### config.mk
export PLATFORM = sky130hd
export DESIGN_NAME = dual_timer_counter_unit
export DESIGN_NICKNAME = d
export VERILOG_FILES = /design/src/rtl/timer_unit_pkg.sv /design/src/rtl/count_clock_divider.sv /design/src/rtl/dual_timer_counter_unit.sv
export SDC_FILE = /design/constraint.sdc
export NUM_CORES = 1
export LEC_CHECK = 0
export BUFFER_PORTS_ARGS = -buffer_cell sky130_fd_sc_hd__buf_2
export CAP_MARGIN = 20
export CORE_ASPECT_RATIO = 0.7
export CORE_MARGIN = 2
export CORE_UTILIZATION = 65
export DETAILED_ROUTE_END_ITERATION = 16
export PLACE_DENSITY_LB_ADDON = 0.3
export SLEW_MARGIN = 20
export SYNTH_ARGS = -nofsm -noshare
export SYNTH_HDL_FRONTEND = slang
export SYNTH_SLANG_ARGS = --single-unit
### constraint.sdc
create_clock -name ref_clk -period 3.87 [get_ports ref_clk]
set_input_delay 0 -clock ref_clk [delete_from_list [all_inputs] [get_ports ref_clk]]
set_output_delay 0 -clock ref_clk [all_outputs]
set_load 0.03 [all_outputs]
### src/rtl/timer_unit_pkg.sv
// constants shared by the dual timer/counter unit
package timer_unit_pkg;
  // special function register addresses
  localparam logic [7:0] ADDR_FLAGS_CONTROL = 8'h88;
  localparam logic [7:0] ADDR_MODE_CONFIG = 8'h89;
  localparam logic [7:0] ADDR_T0_LOW = 8'h8a;
  localparam logic [7:0] ADDR_T1_LOW = 8'h8b;
  localparam logic [7:0] ADDR_T0_HIGH = 8'h8c;
  localparam logic [7:0] ADDR_T1_HIGH = 8'h8d;
  localparam logic [7:0] ADDR_CLOCK_SELECT = 8'h8e;
  // low address digits that allow single-bit access
  localparam logic [3:0] BIT_ADDR_DIGIT_A = 4'h0;
  localparam logic [3:0] BIT_ADDR_DIGIT_B = 4'h8;
  // value returned for anything not implemented
  localparam logic [7:0] UNIMPLEMENTED_READ = 8'hff;
  // flags-and-run control fields
  localparam int FC_T1_OVF = 7;
  localparam int FC_T1_RUN = 6;
  localparam int FC_T0_OVF = 5;
  localparam int FC_T0_RUN = 4;
  localparam int FC_IRQ1_DET = 3;
  localparam int FC_IRQ1_TYPE = 2;
  localparam int FC_IRQ0_DET = 1;
  localparam int FC_IRQ0_TYPE = 0;
  // mode register fields; timer 1 upper nibble, timer 0 lower nibble
  localparam int MC_T1_GATE = 7;
  localparam int MC_T1_COUNTER = 6;
  localparam int MC_T1_MODE_HI = 5;
  localparam int MC_T1_MODE_LO = 4;
  localparam int MC_T0_GATE = 3;
  localparam int MC_T0_COUNTER = 2;
  localparam int MC_T0_MODE_HI = 1;
  localparam int MC_T0_MODE_LO = 0;
  // clock select fields
  localparam int CS_T2_FAST = 5;
  localparam int CS_T1_FAST = 4;
  localparam int CS_T0_FAST = 3;
  // count mode codes
  localparam logic [1:0] MODE_PRESCALE = 2'h0;
  localparam logic [1:0] MODE_WIDE = 2'h1;
  localparam logic [1:0] MODE_RELOAD = 2'h2;
  localparam logic [1:0] MODE_SPLIT = 2'h3;
  localparam int PRESCALE_BITS = 5;
  // count clock divisors
  localparam int DIV_FAST = 4;
  localparam int DIV_SLOW = 12;
  localparam int DIV_CNT_W = 4;
  // reset values
  localparam logic [7:0] RESET_FLAGS_CONTROL = 8'h00;
  localparam logic [7:0] RESET_MODE_CONFIG = 8'h00;
  localparam logic [7:0] RESET_COUNT = 8'h00;
  localparam logic [7:0] RESET_CLOCK_SELECT = 8'h01;
  localparam logic [7:0] RESET_READ_DATA = 8'hff;
endpackage

### src/rtl/count_clock_divider.sv
// divide-by-4 and divide-by-12 count enable pulses from the oscillator clock
`timescale 1ns/100ps
`default_nettype none
module count_clock_divider (
  // clock and reset
  input wire logic ref_clk,
  input wire logic rst,
  // one-cycle enables
  output logic fastTick,
  output logic slowTick
);
  localparam logic [3:0] LAST_SLOW = 4'(timer_unit_pkg::DIV_SLOW - 1);
  localparam logic [3:0] FAST_MASK = 4'(timer_unit_pkg::DIV_FAST - 1);

  logic [timer_unit_pkg::DIV_CNT_W-1:0] phase;

  always_ff @(posedge ref_clk or posedge rst) begin
    if (rst) begin
      phase <= '0;
    end else if (phase == LAST_SLOW) begin
      phase <= '0;
    end else begin
      phase <= phase + 4'h1;
    end
  end

  // 12 is a multiple of 4, so both pulses stay evenly spaced
  always_ff @(posedge ref_clk or posedge rst) begin
    if (rst) begin
      fastTick <= 1'b0;
      slowTick <= 1'b0;
    end else begin
      fastTick <= (phase & FAST_MASK) == FAST_MASK;
      slowTick <= phase == LAST_SLOW;
    end
  end
endmodule
`default_nettype wire

### src/rtl/dual_timer_counter_unit.sv
// two timer/counters with external interrupt detect flags behind the sfr bus
// Functional notes
// - unimplemented register locations read back as ones; spare bits in implemented registers read back as written.
// - single-bit set/clear works on addresses whose low digit is 0 or 8.
// - overflow flags set on overflow, cleared on vectoring, software writable.
// - run bits written by software; a timer counts only while run is one.
// - detect flags set by edge/level; vector clears edge only; level follows pin.
// - type bits pick falling-edge or low-level triggering per interrupt pin.
// - with gating set, counting also needs the interrupt pin high.
// - counter-select chooses divided clock or falling edges on the count pin.
// - mode 0 is an 8-bit counter behind a 5-bit prescaler.
// - mode 1 is one 16-bit counter over both bytes.
// - mode 2 reloads the low byte from the high byte on overflow.
// - timer 0 mode 3 splits; high byte runs under timer 1 controls.
// - timer 1 in mode 3 halts and keeps its count.
// - clock-select bits pick oscillator divided by 4 or by 12.
// - timers and interrupt detection keep running while the core idles.
`timescale 1ns/100ps
`default_nettype none
module dual_timer_counter_unit (
  // clock and reset
  input wire logic ref_clk,
  input wire logic rst,
  // special function register bus
  input wire logic [7:0] sfrAddr,
  input wire logic sfrRdEn,
  input wire logic sfrWrEn,
  input wire logic [7:0] sfrWrData,
  input wire logic sfrBitWrEn,
  input wire logic [2:0] sfrBitSel,
  input wire logic sfrBitVal,
  output logic [7:0] sfrRdData,
  // vectoring acknowledges from the interrupt controller
  input wire logic timer0Vectored,
  input wire logic timer1Vectored,
  input wire logic extIrq0Vectored,
  input wire logic extIrq1Vectored,
  // pins
  input wire logic ext_irq0_pin,
  input wire logic ext_irq1_pin,
  input wire logic timer0CountPin,
  input wire logic timer1CountPin,
  // flags to the interrupt controller
  output logic timer0_overflow_flag,
  output logic timer1_overflow_flag,
  output logic ext_irq0_detect_flag,
  output logic ext_irq1_detect_flag,
  // clock select for timer 2 outside this block
  output logic timer2_fast_clock
);
  // byte after a byte write or single-bit write to the given address
  function automatic logic [7:0] writeByte(input logic [7:0] old,
                                           input logic [7:0] target);
    logic [7:0] r;
    r = old;
    if (sfrWrEn && sfrAddr == target) begin
      r = sfrWrData;
    end else if (sfrBitWrEn && sfrAddr == target && bitAddressable(target)) begin
      r[sfrBitSel] = sfrBitVal;
    end
    return r;
  endfunction

  function automatic logic bitAddressable(input logic [7:0] a);
    return a[3:0] == timer_unit_pkg::BIT_ADDR_DIGIT_A ||
           a[3:0] == timer_unit_pkg::BIT_ADDR_DIGIT_B;
  endfunction

  // one count step: {overflow, high, low}
  function automatic logic [16:0] countStep(input logic [1:0] mode,
                                            input logic [7:0] lo,
                                            input logic [7:0] hi);
    logic [16:0] r;
    logic [8:0] s;
    logic [5:0] p;
    r = {1'b0, hi, lo};
    s = '0;
    p = '0;
    unique case (mode)
      timer_unit_pkg::MODE_PRESCALE: begin
        // upper three low-byte bits are left alone
        p = {1'b0, lo[timer_unit_pkg::PRESCALE_BITS-1:0]} + 6'h01;
        r[4:0] = p[4:0];
        if (p[5]) begin
          s = {1'b0, hi} + 9'h001;
          r[15:8] = s[7:0];
          r[16] = s[8];
        end
      end
      timer_unit_pkg::MODE_WIDE: begin
        r = {1'b0, hi, lo} + 17'h0_0001;
      end
      timer_unit_pkg::MODE_RELOAD: begin
        s = {1'b0, lo} + 9'h001;
        r[7:0] = s[8] ? hi : s[7:0];
        r[16] = s[8];
      end
      timer_unit_pkg::MODE_SPLIT: begin
        s = {1'b0, lo} + 9'h001;
        r[7:0] = s[7:0];
        r[16] = s[8];
      end
    endcase
    return r;
  endfunction

  // register state
  logic timer0_run_bit;
  logic timer1_run_bit;
  logic ext_irq0_trigger_type;
  logic ext_irq1_trigger_type;
  logic [7:0] timer_mode_config;
  logic [7:0] timer0_count_low;
  logic [7:0] timer0_count_high;
  logic [7:0] timer1_count_low;
  logic [7:0] timer1_count_high;
  logic [7:0] clock_divider_select;
  logic [7:0] flagsView;
  logic [7:0] flagsNext;
  // pin history for falling-edge detection
  logic irq0Prev;
  logic irq1Prev;
  logic cnt0Prev;
  logic cnt1Prev;
  // count enables
  logic fastTick;
  logic slowTick;
  logic t0DivTick;
  logic t1DivTick;
  logic t0Source;
  logic t1Source;
  logic t0Enable;
  logic t1Enable;
  logic t0HighEnable;
  logic [1:0] t0Mode;
  logic [1:0] t1Mode;
  logic t0Split;
  logic [16:0] t0Step;
  logic [16:0] t1Step;
  logic [8:0] t0HighStep;
  logic t0Overflow;
  logic t1Overflow;
  logic t0HighOverflow;
  logic irq0Event;
  logic irq1Event;

  // free-running divider; nothing here depends on the core clock gating
  count_clock_divider divider (
    .ref_clk(ref_clk),
    .rst(rst),
    .fastTick(fastTick),
    .slowTick(slowTick)
  );

  assign t0Mode = timer_mode_config[timer_unit_pkg::MC_T0_MODE_HI:
                                    timer_unit_pkg::MC_T0_MODE_LO];
  assign t1Mode = timer_mode_config[timer_unit_pkg::MC_T1_MODE_HI:
                                    timer_unit_pkg::MC_T1_MODE_LO];
  assign t0Split = t0Mode == timer_unit_pkg::MODE_SPLIT;

  assign t0DivTick = clock_divider_select[timer_unit_pkg::CS_T0_FAST] ?
                     fastTick : slowTick;
  assign t1DivTick = clock_divider_select[timer_unit_pkg::CS_T1_FAST] ?
                     fastTick : slowTick;

  // counter mode takes high-to-low transitions of the count pin
  assign t0Source = timer_mode_config[timer_unit_pkg::MC_T0_COUNTER] ?
                    (cnt0Prev & ~timer0CountPin) : t0DivTick;
  assign t1Source = timer_mode_config[timer_unit_pkg::MC_T1_COUNTER] ?
                    (cnt1Prev & ~timer1CountPin) : t1DivTick;

  assign t0Enable = timer0_run_bit && t0Source &&
                    (!timer_mode_config[timer_unit_pkg::MC_T0_GATE] ||
                     ext_irq0_pin);
  assign t1Enable = timer1_run_bit && t1Source &&
                    (!timer_mode_config[timer_unit_pkg::MC_T1_GATE] ||
                     ext_irq1_pin) &&
                    t1Mode != timer_unit_pkg::MODE_SPLIT;
  // split high byte is a pure timer on timer 1's run bit
  assign t0HighEnable = t0Split && timer1_run_bit && t1DivTick;

  assign t0Step = countStep(t0Mode, timer0_count_low, timer0_count_high);
  assign t1Step = countStep(t1Mode, timer1_count_low, timer1_count_high);
  assign t0HighStep = {1'b0, timer0_count_high} + 9'h001;
  assign t0Overflow = t0Enable && t0Step[16];
  assign t0HighOverflow = t0HighEnable && t0HighStep[8];
  // while timer 0 is split, timer 1 keeps counting but its flag belongs to timer 0
  assign t1Overflow = t1Enable && t1Step[16] && !t0Split;

  assign irq0Event = ext_irq0_trigger_type ? (irq0Prev & ~ext_irq0_pin)
                                           : ~ext_irq0_pin;
  assign irq1Event = ext_irq1_trigger_type ? (irq1Prev & ~ext_irq1_pin)
                                           : ~ext_irq1_pin;

  assign flagsView = {timer1_overflow_flag, timer1_run_bit,
                      timer0_overflow_flag, timer0_run_bit,
                      ext_irq1_detect_flag, ext_irq1_trigger_type,
                      ext_irq0_detect_flag, ext_irq0_trigger_type};
  // writeByte reads the bus strobes itself, which a continuous assign would not wake on
  always_comb flagsNext = writeByte(flagsView, timer_unit_pkg::ADDR_FLAGS_CONTROL);

  // pin history; pins are synchronous to ref_clk
  always_ff @(posedge ref_clk or posedge rst) begin
    if (rst) begin
      irq0Prev <= 1'b1;
      irq1Prev <= 1'b1;
      cnt0Prev <= 1'b1;
      cnt1Prev <= 1'b1;
    end else begin
      irq0Prev <= ext_irq0_pin;
      irq1Prev <= ext_irq1_pin;
      cnt0Prev <= timer0CountPin;
      cnt1Prev <= timer1CountPin;
    end
  end

  // run and type bits are software only
  always_ff @(posedge ref_clk or posedge rst) begin
    if (rst) begin
      timer1_run_bit <= timer_unit_pkg::RESET_FLAGS_CONTROL[timer_unit_pkg::FC_T1_RUN];
      timer0_run_bit <= timer_unit_pkg::RESET_FLAGS_CONTROL[timer_unit_pkg::FC_T0_RUN];
      ext_irq1_trigger_type <=
        timer_unit_pkg::RESET_FLAGS_CONTROL[timer_unit_pkg::FC_IRQ1_TYPE];
      ext_irq0_trigger_type <=
        timer_unit_pkg::RESET_FLAGS_CONTROL[timer_unit_pkg::FC_IRQ0_TYPE];
    end else begin
      timer1_run_bit <= flagsNext[timer_unit_pkg::FC_T1_RUN];
      timer0_run_bit <= flagsNext[timer_unit_pkg::FC_T0_RUN];
      ext_irq1_trigger_type <= flagsNext[timer_unit_pkg::FC_IRQ1_TYPE];
      ext_irq0_trigger_type <= flagsNext[timer_unit_pkg::FC_IRQ0_TYPE];
    end
  end

  // overflow flags: hardware set beats a clear from software or vectoring
  always_ff @(posedge ref_clk or posedge rst) begin
    if (rst) begin
      timer1_overflow_flag <= timer_unit_pkg::RESET_FLAGS_CONTROL[timer_unit_pkg::FC_T1_OVF];
      timer0_overflow_flag <= timer_unit_pkg::RESET_FLAGS_CONTROL[timer_unit_pkg::FC_T0_OVF];
    end else begin
      if (t1Overflow || t0HighOverflow) begin
        timer1_overflow_flag <= 1'b1;
      end else if (timer1Vectored) begin
        timer1_overflow_flag <= 1'b0;
      end else begin
        timer1_overflow_flag <= flagsNext[timer_unit_pkg::FC_T1_OVF];
      end
      if (t0Overflow) begin
        timer0_overflow_flag <= 1'b1;
      end else if (timer0Vectored) begin
        timer0_overflow_flag <= 1'b0;
      end else begin
        timer0_overflow_flag <= flagsNext[timer_unit_pkg::FC_T0_OVF];
      end
    end
  end

  // detect flags; in level mode the flag is the inverted pin and software writes are lost
  always_ff @(posedge ref_clk or posedge rst) begin
    if (rst) begin
      ext_irq1_detect_flag <= timer_unit_pkg::RESET_FLAGS_CONTROL[timer_unit_pkg::FC_IRQ1_DET];
      ext_irq0_detect_flag <= timer_unit_pkg::RESET_FLAGS_CONTROL[timer_unit_pkg::FC_IRQ0_DET];
    end else begin
      if (!ext_irq1_trigger_type) begin
        ext_irq1_detect_flag <= ~ext_irq1_pin;
      end else if (irq1Event) begin
        ext_irq1_detect_flag <= 1'b1;
      end else if (extIrq1Vectored) begin
        ext_irq1_detect_flag <= 1'b0;
      end else begin
        ext_irq1_detect_flag <= flagsNext[timer_unit_pkg::FC_IRQ1_DET];
      end
      if (!ext_irq0_trigger_type) begin
        ext_irq0_detect_flag <= ~ext_irq0_pin;
      end else if (irq0Event) begin
        ext_irq0_detect_flag <= 1'b1;
      end else if (extIrq0Vectored) begin
        ext_irq0_detect_flag <= 1'b0;
      end else begin
        ext_irq0_detect_flag <= flagsNext[timer_unit_pkg::FC_IRQ0_DET];
      end
    end
  end

  // configuration registers
  always_ff @(posedge ref_clk or posedge rst) begin
    if (rst) begin
      timer_mode_config <= timer_unit_pkg::RESET_MODE_CONFIG;
      clock_divider_select <= timer_unit_pkg::RESET_CLOCK_SELECT;
      timer2_fast_clock <= timer_unit_pkg::RESET_CLOCK_SELECT[timer_unit_pkg::CS_T2_FAST];
    end else begin
      timer_mode_config <= writeByte(timer_mode_config,
                                     timer_unit_pkg::ADDR_MODE_CONFIG);
      clock_divider_select <= writeByte(clock_divider_select,
                                        timer_unit_pkg::ADDR_CLOCK_SELECT);
      timer2_fast_clock <= clock_divider_select[timer_unit_pkg::CS_T2_FAST];
    end
  end

  // timer 0 count; a software write wins over a count step in the same cycle
  always_ff @(posedge ref_clk or posedge rst) begin
    if (rst) begin
      timer0_count_low <= timer_unit_pkg::RESET_COUNT;
      timer0_count_high <= timer_unit_pkg::RESET_COUNT;
    end else begin
      if (sfrWrEn && sfrAddr == timer_unit_pkg::ADDR_T0_LOW) begin
        timer0_count_low <= sfrWrData;
      end else if (t0Enable) begin
        timer0_count_low <= t0Step[7:0];
      end
      if (sfrWrEn && sfrAddr == timer_unit_pkg::ADDR_T0_HIGH) begin
        timer0_count_high <= sfrWrData;
      end else if (t0Split) begin
        if (t0HighEnable) begin
          timer0_count_high <= t0HighStep[7:0];
        end
      end else if (t0Enable) begin
        timer0_count_high <= t0Step[15:8];
      end
    end
  end

  // timer 1 count; mode 3 clears its enable, so the count holds
  always_ff @(posedge ref_clk or posedge rst) begin
    if (rst) begin
      timer1_count_low <= timer_unit_pkg::RESET_COUNT;
      timer1_count_high <= timer_unit_pkg::RESET_COUNT;
    end else begin
      if (sfrWrEn && sfrAddr == timer_unit_pkg::ADDR_T1_LOW) begin
        timer1_count_low <= sfrWrData;
      end else if (t1Enable) begin
        timer1_count_low <= t1Step[7:0];
      end
      if (sfrWrEn && sfrAddr == timer_unit_pkg::ADDR_T1_HIGH) begin
        timer1_count_high <= sfrWrData;
      end else if (t1Enable) begin
        timer1_count_high <= t1Step[15:8];
      end
    end
  end

  // registered read data, one cycle after the read strobe
  always_ff @(posedge ref_clk or posedge rst) begin
    if (rst) begin
      sfrRdData <= timer_unit_pkg::RESET_READ_DATA;
    end else if (sfrRdEn) begin
      unique case (sfrAddr)
        timer_unit_pkg::ADDR_FLAGS_CONTROL: sfrRdData <= flagsView;
        timer_unit_pkg::ADDR_MODE_CONFIG: sfrRdData <= timer_mode_config;
        timer_unit_pkg::ADDR_T0_LOW: sfrRdData <= timer0_count_low;
        timer_unit_pkg::ADDR_T1_LOW: sfrRdData <= timer1_count_low;
        timer_unit_pkg::ADDR_T0_HIGH: sfrRdData <= timer0_count_high;
        timer_unit_pkg::ADDR_T1_HIGH: sfrRdData <= timer1_count_high;
        timer_unit_pkg::ADDR_CLOCK_SELECT: sfrRdData <= clock_divider_select;
        default: sfrRdData <= timer_unit_pkg::UNIMPLEMENTED_READ;
      endcase
    end
  end
endmodule
`default_nettype wire

-- Yosys cells after proc, flatten, opt, wreduce, memory -nomap -nowiden
Index checks and enable logic that the tools add are counted.
- bits in registers: 75
- input port bits: 33
- output and inout port bits: 13
- word-level logic and storage cells: 155
- add/subtract/negate cells: 9
- magnitude comparators: 2
- equality and inequality tests: 21
- multiplexer cells: 45
- bitwise operators: 8
- reduce and logical (&&, ||, !) cells: 45
- operators with widths (operator ; number):
    8-bit two-way mux ; 14
    8-bit equality test, second input constant ; 7
    8-bit one-hot mux with 7 select lines ; 1
    5-bit one-hot mux with 4 select lines ; 2
    8-bit by 1-bit adder with 9-bit output, second input constant ; 4
    16-bit by 1-bit adder with 17-bit output, second input constant ; 2
    8-bit one-hot mux with 2 select lines ; 2
    1-bit logical AND ; 20
    4-bit nonzero test ; 5
    9-bit two-way mux ; 2
    3-bit one-hot mux with 3 select lines ; 2
    1-bit two-way mux ; 17
    5-bit by 1-bit adder with 6-bit output, second input constant ; 2
    2-bit equality test, second input constant ; 5
    5-bit by 2-bit inequality test with 1-bit output, second input constant ; 2
    8-bit bitwise mux ; 1
    2-bit nonzero test ; 4
    1-bit one-hot mux with 3 select lines ; 2
    3-bit nonzero test ; 2
    4-bit by 1-bit adder with 4-bit output, second input constant ; 1
    1-bit AND ; 4
    2-bit by 1-bit equality test with 1-bit output, second input constant ; 2
    4-bit equality test, second input constant ; 1
    2-bit zero test ; 2
    other kinds (15) ; 24

-- Logic depth before layout (Yosys ltp)
- depth in word-level cells: 10
- gate-level depth with buffers: 9

-- Modules after synthesis
From an unflattened synthesis, not the netlist that was laid out.
- cell total of the unflattened synthesis: 576
- area total of the unflattened synthesis: 5102.4 sq um
- modules (own cells, without submodules) (module ; times used ; cells an instance ; area each (sq um) ; sequential area each (sq um)):
    dual_timer_counter_unit ; 1 ; 559 ; 4868.4 ; 1742.9
    count_clock_divider ; 1 ; 17 ; 234.0 ; 150.1

-- Worst setup path before layout
Ideal clock, no wire load.
- path kind: flip-flop to flip-flop
- start: register timer_mode_config[0]
- end: register timer0_count_high[0]
- data arrival time: 1780 ps
- data required time: 3788 ps
- slack: 2008 ps
- stages on the path, launching flop included: 8
- path buffers: 0
- period minus slack after synthesis: 1862 ps
- cells stage by stage: dfrtp_1 > ha_1 > nor2b_1 > o2bb2ai_2 > a31oi_4 > nand2b_4 > or4_1 > a31oi_1
- cells in the longest elaborated chain, start to end: 5
- elaborated cells on any way between the ends: 14
- ends and longest elaborated chain (item ; line ; text):
    start, declared ; dual_timer_counter_unit.sv:112 ; logic [7:0] timer_mode_config;
    start signal, assigned ; dual_timer_counter_unit.sv:287 ; timer_mode_config <= timer_unit_pkg::RESET_MODE_CONFIG;
    start signal, assigned ; dual_timer_counter_unit.sv:291 ; timer_mode_config <= writeByte(timer_mode_config,
    2-bit by 1-bit equality test with 1-bit output, or another cell as far along ; dual_timer_counter_unit.sv:79 ; unique case (mode)
    8-bit one-hot mux with 2 select lines / 1-bit logical AND (equally long branches) ; dual_timer_counter_unit.sv:79, dual_timer_counter_unit.sv:180 ;
    8-bit two-way mux / 1-bit logical AND (equally long branches) ; dual_timer_counter_unit.sv:316, dual_timer_counter_unit.sv:180 ;
    8-bit two-way mux / 3-bit by 2-bit inequality test with 1-bit output (equally long branches) ; -- ;
    8-bit two-way mux / 4-bit AND reduction (equally long branches) ; -- ;
    end signal, assigned ; dual_timer_counter_unit.sv:311 ; timer0_count_high <= sfrWrData;
    end signal, assigned ; dual_timer_counter_unit.sv:314 ; timer0_count_high <= t0HighStep[7:0];
    end signal, assigned ; dual_timer_counter_unit.sv:317 ; timer0_count_high <= t0Step[15:8];
    end, declared ; dual_timer_counter_unit.sv:114 ; logic [7:0] timer0_count_high;
Parallel ways exist; a longest one is shown, timed or not. The select of a mux whose other input is x is not followed.
A chain may end at the register's enable or synchronous reset.

-- Worst setup path after layout
- start: register timer_mode_config[1]
- end: register timer0_count_high[1]
Same word-level chain as after synthesis.

==> summary.txt <==
Run status
  – Outcome: finished, final reports clean

STA
  – Final setup TNS: 0 ns
  – Measured slew at the worst slew-check pin: 1.12 ns
  – Minimum clock period: 2.44 ns
  – Fmax: 410 MHz
  – Slew Viols, Final: 0
  – Final hold vios: 0
  – Fin Clk Skew: 0.00681 ns
  – Worst slew margin: 0.252
  – Setup Viol. Count Final: 0
  – Final worst-path cycle share: 0.630
  – RSZ-0062 raised after global routing: no

Setup path
  – Crit Path Category: flop to flop
  – CP Launch Type: flop
  – Kind of cell adding the most delay to the critical path: simple AND/OR/NAND/NOR gates
  – Worst path bufs/invs: 0
  – CP Capture Type: flop
  – Req. time, crit path: 4.05 ns
  – Crit Path Max Fanout: 14
  – CP max stage cell: ha_1
  – CP most frequent cell: nor2_1
  – Worst path cell trace: ha_1 > nand2_1 > nor2_1 > a31oi_4 > nor2_1 > mux2i_1 > o21ai_0
  – Max incr delay on CP: 0.54 ns
  – Crit path DAT: 2.62 ns

Power
  – Pwr per Cell Area: 375 nW/um^2
  – Max VDD drop: 0.380 mV
  – LEAKAGE: 2.46 nW
  – Sw power: 0.618 mW
  – Logic pwr share: 0.143
  – Net Sw Frac: 0.281
  – Clock power share: 0.441
  – Flop pwr share: 0.416
  – Int Power: 1.58 mW

Clock network
  – Reg clk slew, reported paths: 0.06 ns
  – Post-CTS Resized: 0
  – Worst-Skew Late Latency: 0.33 ns
  – # clock sinks: 75
  – CTS Buffer Depth: 2
  – CTS Buf Count: 9
  – Htree depth: 3
  – CTS tree: done
  – Clk root buf: clkbuf_16

Die
  – Die X: 111 microns
  – Die Ht: 78.8 microns
  – Initial Util: 0.665
  – Die area: 8730 sq um
  – Row cnt: 27
  – Core area: 7800 sq um
  – IO Pins: 46

Logic synthesis
  – Most frequent cells after synthesis: 65 x nand2_1, 62 x dfrtp_1, 57 x o21ai_0
  – Yosys cell types: 72
  – Cell Area, Synth: 5190 sq um
  – Area leader, netlist: dfrtp_1
  – Ys async rst share: 1.00
  – Register bit count reported by yosys: 75
  – Count leader, synth: nand2_1
  – Area contributors post-synth: dfrtp_1 30%, dfstp_2 6.6%, o21ai_0 5.5%
  – Post-synth EDFFs: 0
  – Register area share after synthesis: 0.365
  – Yosys top cell area share: 0.299
  – Gate Count Post-Synth: 599
  – Syn_area_per_cell: 8.67 sq um
  – Syn nets: 646
  – Yosys warnings: 0
  – Primary FF master, synth: dfrtp_1

Detailed routing
  – Via-per-instance ratio: 6.92
  – Total number of vias: 5152
  – Number of DRC markers in iteration 0: 634
  – # DRC: 0
  – WL final: 16.6 mm
  – 1st-pass router iterations: 6
  – Drt wl/cell: 22.3 microns
  – Antenna-violating nets left: 0

Final layout
  – Layout cell share with drive strength beyond 1: 0.168
  – Area growth syn-to-layout: 13.1%
  – Finished Core Util: 0.753
  – Fillers: 574
  – Reg area: 1890 sq um
  – Nets@finish: 685
  – Multi-input gate area: 3120 sq um

Global routing
  – Vias in the first global route: 4743
  – GR Overflow Total: 0
  – Gr usage total: 0.391
  – First-pass GRT wire length: 26.4 mm
  – Initial antenna violation count: 0
  – Largest net degree at the start of global routing: 45

Run
  – Max Cap Viol: 0

Placement
  – GPL Wtd Cong: 1.02
  – DP HPWL: 12.2 mm
  – # port buffers: 45

Min path
  – Worst hold path type: primary input to flop
==> worst register-to-register path, stage by stage, from the launching register on <==
cell	delay (ns)
dfrtp_1	0.40
ha_1	0.54
nand2_1	0.10
nor2_1	0.33
a31oi_4	0.08
nor2_1	0.43
mux2i_1	0.29
o21ai_0	0.11
==> final timing paths <==
| path | cells after the start | slack (ns) | to | start |
|---|---|---|---|---|
| max | 7 | 1.43 | timer0_count_high[1] | timer_mode_config[1] |
| min reg2reg | 0 | 0.42 | timer2_fast_clock | clock_divider_select[5] |
| min | 3 | 0.05 | timer1_count_high[0] | sfrWrData[0] |
| max in group asynchronous | 4 | 2.53 | sfrRdData[6] | rst |
| min in group asynchronous | 3 | 0.32 | ext_irq1_trigger_type | rst |
| max reg2reg | 7 | 1.43 | timer0_count_high[1] | timer_mode_config[1] |
==> power groups by stage <==
stage / combinational [mW] / clock, mW / sequential [mW]
after global routing: 0.344 / 1.01 / 0.919
final: 0.315 / 0.972 / 0.916
after global placement: 0.292 / 0 / 0.920
after floorplan: 0.201 / 0 / 0.896
after detailed placement: 0.298 / 0 / 0.923
after CTS: 0.307 / 0.978 / 0.909
==> cell usage in the layout, fill, tap and decap left out, types with 16 or more instances in the layout <==
| master | instances |
|---|---|
| nand2_1 | 65 |
| dfrtp_1 | 62 |
| o21ai_0 | 57 |
| nor2_1 | 55 |
| buf_2 | 45 |
| a21oi_1 | 26 |
| nand3_1 | 23 |
| nor2b_1 | 20 |
| mux2i_1 | 20 |
| mux2_2 | 16 |
==> state kept, by name (all words and copies together) (netlist names), 4 cells and up <==
register and flops:
clock_divider_select 8, sfrRdData 8, timer0_count_high 8, timer0_count_low 8, timer1_count_high 8, timer1_count_low 8, timer_mode_config 8, divider.phase 4
==> metrics by stage <==
step,instance area (sq um),std cells,power (mW),setup slack (ns),hold slack (ns)
after floorplan,5190,599,1.10,1.98,0.00448
after global placement,5430,718,1.21,1.54,0.115
after detailed placement,5430,718,1.22,1.51,0.116
after CTS,5870,744,2.19,1.46,0.0340
after global routing,5870,744,2.27,1.25,0.0490
final,5870,745,2.20,1.43,0.0482
==> layout make-up <==
type	instances	share of cell area
diodes	1	0.000426
clock buffers	10	0.0390
clock inverters	6	0.0194
inverters	16	0.0102
multi-input cells	480	0.530
flip-flops and latches	75	0.322
well taps	101	0.0215
repair buffers	56	0.0567
==> cells by family after synthesis <==
kind of cell / after synthesis / share of synthesized area
simple gates: 243 / 0.246
compound gates: 174 / 0.225
flops: 75 / 0.365
buf+inv: 44 / 0.0354
mux: 36 / 0.0733
fa+ha+maj: 14 / 0.0337
xor+xnor: 13 / 0.0219
==> what timing repair did <==
action / in CTS / in global routing
endpoints found under the setup margin: 0 / 0
endpoints found under the hold margin: 40 / 0
setup buffers: 0 / 0
hold buffers: 10 / 0
==> metal layers <==
metal  up-vias  global-route usage  share of wire
met1      2438               0.591           0.44
met5         -                   0              0
met3        40               0.104           0.13
li1       2299                   -              -
met2       375               0.548           0.40
met4         0               0.115          0.023
(Power assumes the default switching activity.)
